`src/verilog/bcsc_regs.svh`:
```
`ifndef BCSC_REGS_SVH
`define BCSC_REGS_SVH

// Register byte offsets
`define BCSC_CTRL_OFS        8'h00
`define BCSC_STATUS_OFS      8'h04
`define BCSC_PEAK_OFS        8'h08
`define BCSC_TIMER_OFS       8'h0c

// Control register fields and reset value
`define BCSC_CTRL_ALLOW_BIT  0
`define BCSC_CTRL_RESTART_BIT 1
`define BCSC_CTRL_RESET      1'h1

// Status register field positions
`define BCSC_ST_STATE_LSB    0
`define BCSC_ST_SUSP_BIT     3
`define BCSC_ST_FULL_BIT     4
`define BCSC_ST_IND_BIT      5
`define BCSC_ST_LOCK_BIT     6
`define BCSC_ST_OVWAIT_BIT   7
`define BCSC_ST_DVEN_BIT     8
`define BCSC_ST_DROP_LSB     9
`define BCSC_ST_CELLS_LSB    11

// Drop magnitudes in converter steps of 1.5 mV, rounded up (16 mV, 8 mV)
`define BCSC_DROP_NICD       12'h00b
`define BCSC_DROP_NIMH       12'h006
`define BCSC_DROP_LAST       2'h3

// Timing in oscillator ticks
`define BCSC_EVT_LAST        5'h0f
`define BCSC_SAMPLE_TICKS    16'h04b0
`define BCSC_HOLDOFF_TICKS   20'h0_6720
`define BCSC_CHARGE_TIME_LIMIT_TICKS      20'h4_d580

`endif

```
`src/verilog/bcsc_pkg.sv`:
```
package bcsc_pkg;

  typedef enum logic [2:0] {
    ST_SLEEP     = 3'h0,
    ST_SHUTDOWN  = 3'h1,
    ST_QUALIFY   = 3'h3,
    ST_PRECHARGE = 3'h2,
    ST_FAST      = 3'h6,
    ST_DONE      = 3'h7
  } bcsc_state_e;

  // Comparator and pin levels from the analog side
  typedef struct packed {
    logic above_removal;
    logic above_overvoltage;
    logic below_ov_release;
    logic above_fast_entry;
    logic above_holdoff_bypass;
    logic thermistor_disabled;
    logic temp_ok_45;
    logic temp_ok_55;
    logic supply_lockout;
    logic die_overtemp;
    logic stop_request_n;
    logic chemistry_select;
    logic cell_count_select_lo;
    logic cell_count_select_hi;
    logic osc_tick;
  } bcsc_pins_s;

  typedef logic [11:0] bcsc_sample_t;

endpackage

```
`src/verilog/bcsc_top.sv`:
```
// Local design decisions: register access over APB and the address map.
`timescale 1ns/1ns
`include "bcsc_regs.svh"

// What this block does
// - Battery present below removal threshold
// - Persisting overvoltage stops charging with flag
// - Overvoltage restart needs low voltage plus event
// - Enabled thermistor must read 5 to 45, in fast charge up to 55
// - Monitor always; supply lockout enters sleep
// - Die overtemperature shuts down, restart by event
// - Start in precharge; indicator low while charging
// - Below fast entry: precharge at fifth current
// - Precharge temperature fault suspends, pauses timer
// - Above fast entry: fast charge, full current
// - Fast suspend pauses; resume resets drop detect
// - Imminent drop termination at suspend terminates
// - Hold-off delays drop termination after fast start
// - High voltage before precharge skips hold-off
// - Sample cell voltage each interval, keep peak
// - Four consecutive drops below peak terminate
// - Drop 16 mV nickel-cadmium, 8 mV metal-hydride
// - Timer expiry or overvoltage ends, restart by event
// - Qualify listed events after filter persistence
// - Decode cell count selects into one to four
module bcsc_top
  import bcsc_pkg::*;
#(
  parameter logic [19:0] CHARGE_TIME_LIMIT_TICKS    = `BCSC_CHARGE_TIME_LIMIT_TICKS,
  parameter logic [19:0] HOLDOFF_TICKS = `BCSC_HOLDOFF_TICKS,
  parameter logic [15:0] SAMPLE_TICKS  = `BCSC_SAMPLE_TICKS
) (
  // Clock and reset
  input  wire logic         core_clk_i,
  input  wire logic         arst_n_i,
  // Analog comparators and pins
  input  wire bcsc_pins_s   pins_i,
  // Cell voltage converter
  input  wire bcsc_sample_t adc_data_i,
  input  wire logic         adc_valid_i,
  output logic              adc_start_o,
  // Charge path control
  output logic              charge_enable_o,
  output logic              current_full_o,
  output logic [2:0]        cell_count_o,
  output logic              charging_indicator_n_o,
  output logic              charging_indicator_oe_o,
  // APB slave
  input  wire logic         psel,
  input  wire logic         penable,
  input  wire logic         pwrite,
  input  wire logic [7:0]   paddr,
  input  wire logic [31:0]  pwdata,
  output logic [31:0]       prdata,
  output logic              pready,
  output logic              pslverr
);

  localparam int NEVT = 6;
  localparam int E_SUPPLY = 0;
  localparam int E_PRESENT = 1;
  localparam int E_OV = 2;
  localparam int E_FAST = 3;
  localparam int E_T45 = 4;
  localparam int E_T55 = 5;

  bcsc_pins_s   sync1_reg;
  bcsc_pins_s   sync2_reg;
  logic         tick_d_reg;
  logic         stop_d_reg;
  logic         pres_d_reg;
  logic [NEVT-1:0] evt_raw;
  logic [NEVT-1:0] evt_reg;
  logic [4:0]   evt_cnt_reg [NEVT];
  bcsc_state_e  state_reg;
  logic         lock_reg;
  logic         ovwait_reg;
  logic         susp_reg;
  logic         bypass_reg;
  logic         holdoff_done_reg;
  logic [19:0]  timer_reg;
  logic [19:0]  holdoff_reg;
  logic [15:0]  sample_cnt_reg;
  bcsc_sample_t peak_reg;
  logic [1:0]   drop_cnt_reg;
  logic         allow_reg;
  logic         restart_reg;
  logic         tick;
  logic         stop_rise;
  logic         pres_rise;
  logic         charging;
  logic         run;
  logic         temp_ok;
  logic         qual_ok;
  logic         release_evt;
  logic         timer_done;
  logic         susp_start;
  logic         resume_fast;
  logic         dv_en;
  logic         drop;
  logic         dv_term;
  logic         set_lock;
  logic         sample_ok;
  bcsc_sample_t drop_mag;

  // Pin synchronisers
  always_ff @(posedge core_clk_i or negedge arst_n_i) begin
    if (!arst_n_i) begin
      sync1_reg <= '0;
      sync2_reg <= '0;
    end else begin
      sync1_reg <= pins_i;
      sync2_reg <= sync1_reg;
    end
  end

  // Edge detection on synchronised levels
  always_ff @(posedge core_clk_i or negedge arst_n_i) begin
    if (!arst_n_i) begin
      tick_d_reg <= 1'b0;
      stop_d_reg <= 1'b0;
      pres_d_reg <= 1'b0;
    end else begin
      tick_d_reg <= sync2_reg.osc_tick;
      stop_d_reg <= sync2_reg.stop_request_n;
      pres_d_reg <= evt_reg[E_PRESENT];
    end
  end

  assign tick      = sync2_reg.osc_tick & ~tick_d_reg;
  assign stop_rise = sync2_reg.stop_request_n & ~stop_d_reg;
  assign pres_rise = evt_reg[E_PRESENT] & ~pres_d_reg;

  // Raw events; a disabled thermistor always reads in range
  assign evt_raw[E_SUPPLY]  = ~sync2_reg.supply_lockout;
  assign evt_raw[E_PRESENT] = ~sync2_reg.above_removal;
  assign evt_raw[E_OV]      = sync2_reg.above_overvoltage;
  assign evt_raw[E_FAST]    = sync2_reg.above_fast_entry;
  assign evt_raw[E_T45]     = sync2_reg.thermistor_disabled | sync2_reg.temp_ok_45;
  assign evt_raw[E_T55]     = sync2_reg.thermistor_disabled | sync2_reg.temp_ok_55;

  // Persistence filters: a change is taken once it holds for the event delay
  for (genvar i = 0; i < NEVT; i++) begin : g_filt
    always_ff @(posedge core_clk_i or negedge arst_n_i) begin
      if (!arst_n_i) begin
        evt_reg[i]     <= 1'b0;
        evt_cnt_reg[i] <= 5'h00;
      end else if (evt_raw[i] == evt_reg[i]) begin
        evt_cnt_reg[i] <= 5'h00;
      end else if (tick) begin
        if (evt_cnt_reg[i] == `BCSC_EVT_LAST) begin
          evt_reg[i]     <= evt_raw[i];
          evt_cnt_reg[i] <= 5'h00;
        end else begin
          evt_cnt_reg[i] <= evt_cnt_reg[i] + 5'h01;
        end
      end
    end
  end

  assign charging    = (state_reg == ST_PRECHARGE) || (state_reg == ST_FAST);
  assign run         = charging & ~susp_reg;
  assign temp_ok     = (state_reg == ST_FAST) ? evt_reg[E_T55] : evt_reg[E_T45];
  assign qual_ok     = evt_reg[E_PRESENT] & ~evt_reg[E_OV] & ~sync2_reg.die_overtemp
                     & sync2_reg.stop_request_n & allow_reg & ~lock_reg & ~ovwait_reg;
  assign release_evt = (stop_rise | pres_rise | restart_reg)
                     & ~sync2_reg.die_overtemp & ~ovwait_reg;
  assign timer_done  = (timer_reg == CHARGE_TIME_LIMIT_TICKS);
  assign susp_start  = charging & ~susp_reg & ~temp_ok;
  assign resume_fast = (state_reg == ST_FAST) & susp_reg & evt_reg[E_T45];
  assign dv_en       = bypass_reg | holdoff_done_reg;
  assign drop_mag    = sync2_reg.chemistry_select ? `BCSC_DROP_NICD : `BCSC_DROP_NIMH;
  assign drop        = (peak_reg >= adc_data_i) && ((peak_reg - adc_data_i) >= drop_mag);
  assign sample_ok   = (state_reg == ST_FAST) & ~susp_reg & adc_valid_i;
  assign dv_term     = (state_reg == ST_FAST) & (drop_cnt_reg == `BCSC_DROP_LAST)
                     & ((sample_ok & dv_en & drop) | susp_start);
  assign set_lock    = sync2_reg.die_overtemp | dv_term
                     | (charging & (evt_reg[E_OV] | timer_done));

  // Charger state machine
  always_ff @(posedge core_clk_i or negedge arst_n_i) begin
    if (!arst_n_i) begin
      state_reg <= ST_SLEEP;
    end else if (sync2_reg.supply_lockout) begin
      state_reg <= ST_SLEEP;
    end else begin
      unique case (state_reg)
        ST_SLEEP: begin
          if (evt_reg[E_SUPPLY]) begin
            state_reg <= ST_SHUTDOWN;
          end
        end
        ST_SHUTDOWN: begin
          if (qual_ok) begin
            state_reg <= ST_QUALIFY;
          end
        end
        ST_QUALIFY: begin
          if (!qual_ok) begin
            state_reg <= ST_SHUTDOWN;
          end else if (evt_reg[E_T45]) begin
            state_reg <= ST_PRECHARGE;
          end
        end
        ST_PRECHARGE: begin
          if (!qual_ok || set_lock) begin
            state_reg <= ST_SHUTDOWN;
          end else if (evt_reg[E_FAST] && !susp_reg) begin
            state_reg <= ST_FAST;
          end
        end
        ST_FAST: begin
          if (dv_term) begin
            state_reg <= ST_DONE;
          end else if (!qual_ok || set_lock) begin
            state_reg <= ST_SHUTDOWN;
          end
        end
        ST_DONE: begin
          if (!lock_reg || !evt_reg[E_PRESENT] || !sync2_reg.stop_request_n) begin
            state_reg <= ST_SHUTDOWN;
          end
        end
        default: begin
          state_reg <= ST_SLEEP;
        end
      endcase
    end
  end

  // Restart lock; a power cycle through sleep clears it, a new stop wins over release
  always_ff @(posedge core_clk_i or negedge arst_n_i) begin
    if (!arst_n_i) begin
      lock_reg <= 1'b0;
    end else if (state_reg == ST_SLEEP) begin
      lock_reg <= 1'b0;
    end else if (set_lock) begin
      lock_reg <= 1'b1;
    end else if (release_evt) begin
      lock_reg <= 1'b0;
    end
  end

  // Overvoltage flag held until the cell falls below the release level
  always_ff @(posedge core_clk_i or negedge arst_n_i) begin
    if (!arst_n_i) begin
      ovwait_reg <= 1'b0;
    end else if (state_reg == ST_SLEEP) begin
      ovwait_reg <= 1'b0;
    end else if (charging && evt_reg[E_OV]) begin
      ovwait_reg <= 1'b1;
    end else if (sync2_reg.below_ov_release) begin
      ovwait_reg <= 1'b0;
    end
  end

  // Temperature suspension inside precharge and fast charge
  always_ff @(posedge core_clk_i or negedge arst_n_i) begin
    if (!arst_n_i) begin
      susp_reg <= 1'b0;
    end else if (!charging) begin
      susp_reg <= 1'b0;
    end else if (susp_start) begin
      susp_reg <= 1'b1;
    end else if (susp_reg && evt_reg[E_T45]) begin
      susp_reg <= 1'b0;
    end
  end

  // Hold-off bypass level caught just before precharge
  always_ff @(posedge core_clk_i or negedge arst_n_i) begin
    if (!arst_n_i) begin
      bypass_reg <= 1'b0;
    end else if (state_reg == ST_QUALIFY) begin
      bypass_reg <= sync2_reg.above_holdoff_bypass;
    end
  end

  // Safety timer, paused while suspended
  always_ff @(posedge core_clk_i or negedge arst_n_i) begin
    if (!arst_n_i) begin
      timer_reg <= 20'h0_0000;
    end else if (!charging) begin
      timer_reg <= 20'h0_0000;
    end else if (run && tick && !timer_done) begin
      timer_reg <= timer_reg + 20'h0_0001;
    end
  end

  // Stabilization hold-off in fast charge
  always_ff @(posedge core_clk_i or negedge arst_n_i) begin
    if (!arst_n_i) begin
      holdoff_reg      <= 20'h0_0000;
      holdoff_done_reg <= 1'b0;
    end else if (state_reg != ST_FAST) begin
      holdoff_reg      <= 20'h0_0000;
      holdoff_done_reg <= 1'b0;
    end else if (resume_fast) begin
      holdoff_done_reg <= 1'b1;
    end else if (run && tick && !holdoff_done_reg) begin
      if (holdoff_reg == HOLDOFF_TICKS - 20'h0_0001) begin
        holdoff_done_reg <= 1'b1;
      end
      holdoff_reg <= holdoff_reg + 20'h0_0001;
    end
  end

  // Sampling interval and converter start
  always_ff @(posedge core_clk_i or negedge arst_n_i) begin
    if (!arst_n_i) begin
      sample_cnt_reg <= 16'h0000;
      adc_start_o    <= 1'b0;
    end else begin
      adc_start_o <= 1'b0;
      if (state_reg != ST_FAST) begin
        sample_cnt_reg <= 16'h0000;
      end else if (run && tick) begin
        if (sample_cnt_reg == SAMPLE_TICKS - 16'h0001) begin
          sample_cnt_reg <= 16'h0000;
          adc_start_o    <= 1'b1;
        end else begin
          sample_cnt_reg <= sample_cnt_reg + 16'h0001;
        end
      end
    end
  end

  // Peak tracking and consecutive drop count
  always_ff @(posedge core_clk_i or negedge arst_n_i) begin
    if (!arst_n_i) begin
      peak_reg     <= '0;
      drop_cnt_reg <= 2'h0;
    end else if ((state_reg != ST_FAST && state_reg != ST_DONE) || resume_fast) begin
      peak_reg     <= '0;
      drop_cnt_reg <= 2'h0;
    end else if (sample_ok) begin
      if (adc_data_i > peak_reg) begin
        peak_reg <= adc_data_i;
      end
      if (dv_en && drop) begin
        if (drop_cnt_reg != `BCSC_DROP_LAST) begin
          drop_cnt_reg <= drop_cnt_reg + 2'h1;
        end
      end else begin
        drop_cnt_reg <= 2'h0;
      end
    end
  end

  // Charge path outputs
  always_ff @(posedge core_clk_i or negedge arst_n_i) begin
    if (!arst_n_i) begin
      charge_enable_o         <= 1'b0;
      current_full_o          <= 1'b0;
      charging_indicator_n_o  <= 1'b0;
      charging_indicator_oe_o <= 1'b0;
    end else begin
      charge_enable_o         <= run;
      current_full_o          <= (state_reg == ST_FAST);
      charging_indicator_n_o  <= 1'b0;
      charging_indicator_oe_o <= charging;
    end
  end

  // Cell count decode
  always_ff @(posedge core_clk_i or negedge arst_n_i) begin
    if (!arst_n_i) begin
      cell_count_o <= 3'h1;
    end else begin
      cell_count_o <= {1'b0, sync2_reg.cell_count_select_hi, sync2_reg.cell_count_select_lo}
                    + 3'h1;
    end
  end

  // Software control; restart request is a one-cycle pulse
  always_ff @(posedge core_clk_i or negedge arst_n_i) begin
    if (!arst_n_i) begin
      allow_reg   <= `BCSC_CTRL_RESET;
      restart_reg <= 1'b0;
    end else begin
      restart_reg <= 1'b0;
      if (psel && penable && pready && pwrite && paddr == `BCSC_CTRL_OFS) begin
        allow_reg   <= pwdata[`BCSC_CTRL_ALLOW_BIT];
        restart_reg <= pwdata[`BCSC_CTRL_RESTART_BIT];
      end
    end
  end

  // APB answer: one access cycle, read data captured in setup
  always_ff @(posedge core_clk_i or negedge arst_n_i) begin
    if (!arst_n_i) begin
      pready  <= 1'b0;
      pslverr <= 1'b0;
      prdata  <= 32'h0000_0000;
    end else begin
      pready  <= psel & ~penable;
      pslverr <= 1'b0;
      prdata  <= 32'h0000_0000;
      if (psel && !penable) begin
        unique case (paddr)
          `BCSC_CTRL_OFS: begin
            prdata[`BCSC_CTRL_ALLOW_BIT] <= allow_reg;
          end
          `BCSC_STATUS_OFS: begin
            prdata[`BCSC_ST_STATE_LSB +: 3] <= state_reg;
            prdata[`BCSC_ST_SUSP_BIT]       <= susp_reg;
            prdata[`BCSC_ST_FULL_BIT]       <= current_full_o;
            prdata[`BCSC_ST_IND_BIT]        <= charging_indicator_oe_o;
            prdata[`BCSC_ST_LOCK_BIT]       <= lock_reg;
            prdata[`BCSC_ST_OVWAIT_BIT]     <= ovwait_reg;
            prdata[`BCSC_ST_DVEN_BIT]       <= dv_en;
            prdata[`BCSC_ST_DROP_LSB +: 2]  <= drop_cnt_reg;
            prdata[`BCSC_ST_CELLS_LSB +: 3] <= cell_count_o;
          end
          `BCSC_PEAK_OFS: begin
            prdata[11:0] <= peak_reg;
          end
          `BCSC_TIMER_OFS: begin
            prdata[19:0] <= timer_reg;
          end
          default: begin
            pslverr <= 1'b1;
          end
        endcase
      end
    end
  end

endmodule // bcsc_top

```
`config.mk`:
```
export PLATFORM = sky130hd
export DESIGN_NAME = bcsc_top
export DESIGN_NICKNAME = d
export VERILOG_FILES = /design/src/verilog/bcsc_pkg.sv /design/src/verilog/bcsc_top.sv
export VERILOG_INCLUDE_DIRS = /design/src /design/src/verilog
export SDC_FILE = /design/constraint.sdc
export NUM_CORES = 1
export LEC_CHECK = 0
export BUFFER_PORTS_ARGS = -buffer_cell sky130_fd_sc_hd__buf_2
export CAP_MARGIN = 20
export CORE_MARGIN = 1
export CORE_UTILIZATION = 37
export CTS_BUF_LIST = sky130_fd_sc_hd__clkbuf_8
export DETAILED_ROUTE_END_ITERATION = 10
export MAX_ROUTING_LAYER = met4
export SLEW_MARGIN = 20
export SYNTH_ARGS = -nofsm -noshare
export SYNTH_HDL_FRONTEND = slang
export SYNTH_SLANG_ARGS = --single-unit
```
`constraint.sdc`:
```
create_clock -name core_clk_i -period 3.3 [get_ports core_clk_i]
set_clock_uncertainty 0.1 [all_clocks]
set_input_delay 0.99 -clock core_clk_i [delete_from_list [all_inputs] [get_ports core_clk_i]]
set_output_delay 0.99 -clock core_clk_i [all_outputs]
set_load 0.01 [all_outputs]
```
==> flow_metrics.py <==
metrics = {
    "routing": {
        "detail-route-antenna-nets": 0,
        "vias_per_cell": 5.035,
        "dr_total_vias": 6565,
        "dr.first_iter.drc_count": 407,
        "drc": 0,
        "dr.pass1.iters": 4,
        "wire_per_inst_um": 14.57,
        "wl_um": 19000,
    },
    "power_and_ir_drop": {
        "powerDensity_mw_per_mm2": 458.2,
        "p_total_uw": 4658,
        "power.leakage_uw": 0.004676,
        "ir_drop_mv": 0.3082,
    },
    "yosys": {
        "syn-instance-count": 880,
        "synth.area.top_cells": "dfrtp_1 (50%), nor2_1 (4.7%), nand2_1 (4.1%)",
        "ys_top_cells_by_count": "dfrtp_1 (176), nor2_1 (109), nand2_1 (96)",
        "synth_warnings": 0,
        "synth_edf_count": 0,
        "synth_area_leader_cell": "dfrtp_1",
        "synth_seq_cells": 178,
        "ys_seq_area_share_pct": 51.02,
        "synth_area_per_cell_um2": 9.926,
        "async_flop_share_pct": 100.0,
        "syn-cell-area_mm2": 0.008735,
        "yosys.area.top_type_share_pct": 50.42,
        "post_synth_num_cell_types": 82,
        "ys.flop_type": "dfrtp_1",
        "yosysMostFrequentCell": "dfrtp_1",
    },
    "grt": {
        "antenna_found_initial": 0,
        "grt_overflow": 0,
        "grt.total_usage_pct": 17.30,
        "grt_max_degree": 61,
        "grt_pass1_wl_um": 32080,
        "grt_pass1_vias": 6346,
    },
    "setup_path": {
        "start_kind": "primary input",
        "reg2reg_from": "peak_reg[0]",
        "reg2regPathDepth": 14,
        "cp.arrival_ns": 3.45,
        "crit_type": "in2reg",
        "reg2reg_setup_slack_ns": 0.24,
        "endpoint_kind": "flip-flop",
        "r2r-end": "state_reg[1]",
        "worstPathMaxFanout": 3,
        "cp.required_ns": 3.58,
    },
    "cells_and_area": {
        "nFillCells": 2209,
        "drive_above_1_share_pct": 19.07,
        "nNetsFinal": 1080,
        "antenna_cells": 0,
        "finalNonFillerCells": 1304,
        "largest_reg_flops": 30,
        "regArea_mm2": 0.004457,
        "syn2layout_area_growth_pct": 16.39,
        "multi_input_area_mm2": 0.003994,
    },
    "die": {
        "dieArea_mm2": 0.02423,
        "core-area_mm2": 0.02292,
        "die_w_um": 155.6,
        "floorplan.initialDensity_pct": 38.12,
        "num_rows": 55,
        "die_y_um": 155.6,
        "io_pins": 115,
    },
    "timing": {
        "fmax_ghz": 0.3153,
        "relSlewSlack_pct": 45.99,
        "finalSetupTns_ns": 0,
        "rsz0062_at_grt": "no",
        "worst_pin_slew_ns": 0.8084,
        "hold_viol": 0,
        "setup_viol": 0,
        "final.min_clock_period_ns": 3.172,
        "worst_slack_ns": 0.1283,
        "finalCritPeriodShare_pct": 96.11,
        "timing.final.max_slew_violations": 0,
        "hold_slack_ns": 0.2550,
    },
    "hold_path": {
        "whs_path_depth": 0,
        "min_from": "sync1_reg[8]",
        "min_to": "sync2_reg[8]",
        "hold_class": "reg2reg",
    },
    "clocking": {
        "cts_root_buf": "clkbuf_8",
        "cts_tree": "yes",
        "post_cts_buffers": 0,
        "cts_buffers": 17,
        "cts_sinks": 178,
        "cts_buffer_depth": 2,
        "cts_resized": 0,
        "clkLatencyLatePin_ns": 0.46,
        "ctsHoldBuffers": 0,
        "clkTransAtPathRegs_ns": 0.09,
        "htreeDepth": 4,
    },
    "place": {
        "dpl_worst_slack_ns": -0.4197,
        "io_buffers": 71,
        "hpwlAfterDp_um": 13680,
        "gp_congestion": 0.8374,
        "dp_cells": 1272,
    },
    "run_status": {
        "status": "finished clean",
    },
    "job": {
        "maxCapViolCount": 0,
    },
}
-- cell type report --
type                       count  area share [%]
inverter                      38           1.428
tap                          313           3.852
clock inverter                11           2.043
clock buffer                  21           2.843
sequential                   178           43.84
multi-input combinational    633           39.29
timing repair buffer         110           6.708
-- per-layer routing --
metal | wire length (µm) | vias up | track usage [%]
li1 | - | 3237 | -
met1 | 9340 | 3209 | 22.79
met2 | 8859 | 107 | 27.50
met3 | 637 | 12 | 3.528
met4 | 161 | 0 | 3.782
met5 | 0 | - | -
-- report_power, final --
part / switching (µW) / internal (µW) / leakage, µW
Sequential: 86.9 / 2250 / 0.00239
Combinational: 297 / 190 / 0.00203
Clock: 776 / 1060 / 0.000256
Total: 1160 / 3500 / 0.00468
-- critical path: stages --
cell       delay [ns]
buf_4            0.10
ha_4             0.13
inv_2            0.03
fa_2             0.35
xor2_1           0.17
ha_1             0.29
a31oi_2          0.20
o221ai_2         0.12
a2111oi_2        0.21
nand3_1          0.17
o31ai_2          0.20
buf_4            0.17
and2_4           0.16
mux2i_1          0.17
-- worst max path at each step --
stage             startpoint         endpoint  depth (start not counted)
5_1_grt        adc_data_i[0]     state_reg[1]                         14
3_5_place_dp   adc_data_i[0]  drop_cnt_reg[0]                         13
4_1_cts        adc_data_i[0]     state_reg[1]                         14
6_report       adc_data_i[0]     state_reg[1]                         14
2_1_floorplan  adc_data_i[0]  drop_cnt_reg[0]                         11
3_3_place_gp   adc_data_i[0]  drop_cnt_reg[1]                         13
-- stage by stage --
step | utilization, % | cell area (µm²)
6_report | 44.36 | 10170
3_5_place_dp | 42.13 | 9654
3_3_place_gp | 42.13 | 9654
5_1_grt | 44.36 | 10170
2_1_floorplan | - | 8806
4_1_cts | 44.30 | 10150
-- cells by family after synthesis --
logic type	Yosys count	share of synthesized area, %
AOI/OAI and AO/OA	155	11.72
xor gates and xnor gates	53	5.314
adders and majority gates	29	4.240
buffers and inverters	81	4.240
DFF	178	51.02
muxes	20	2.636
other	1	0.04293
and+or+nand+nor	363	20.78
-- cells in the final DEF (no fill, tap or decap), drive strengths merged, types with 17 or more instances in the layout --
master  Yosys  final
nor2      110    110
clkbuf     24     21
inv        38     42
dfrtp     176    176
xor2       39     39
nand3      33     33
and3       17     17
ha         28     28
nand2      98     98
a21oi      41     41
o21ai      42     42
buf        19    110
(Power assumes the default switching activity.)
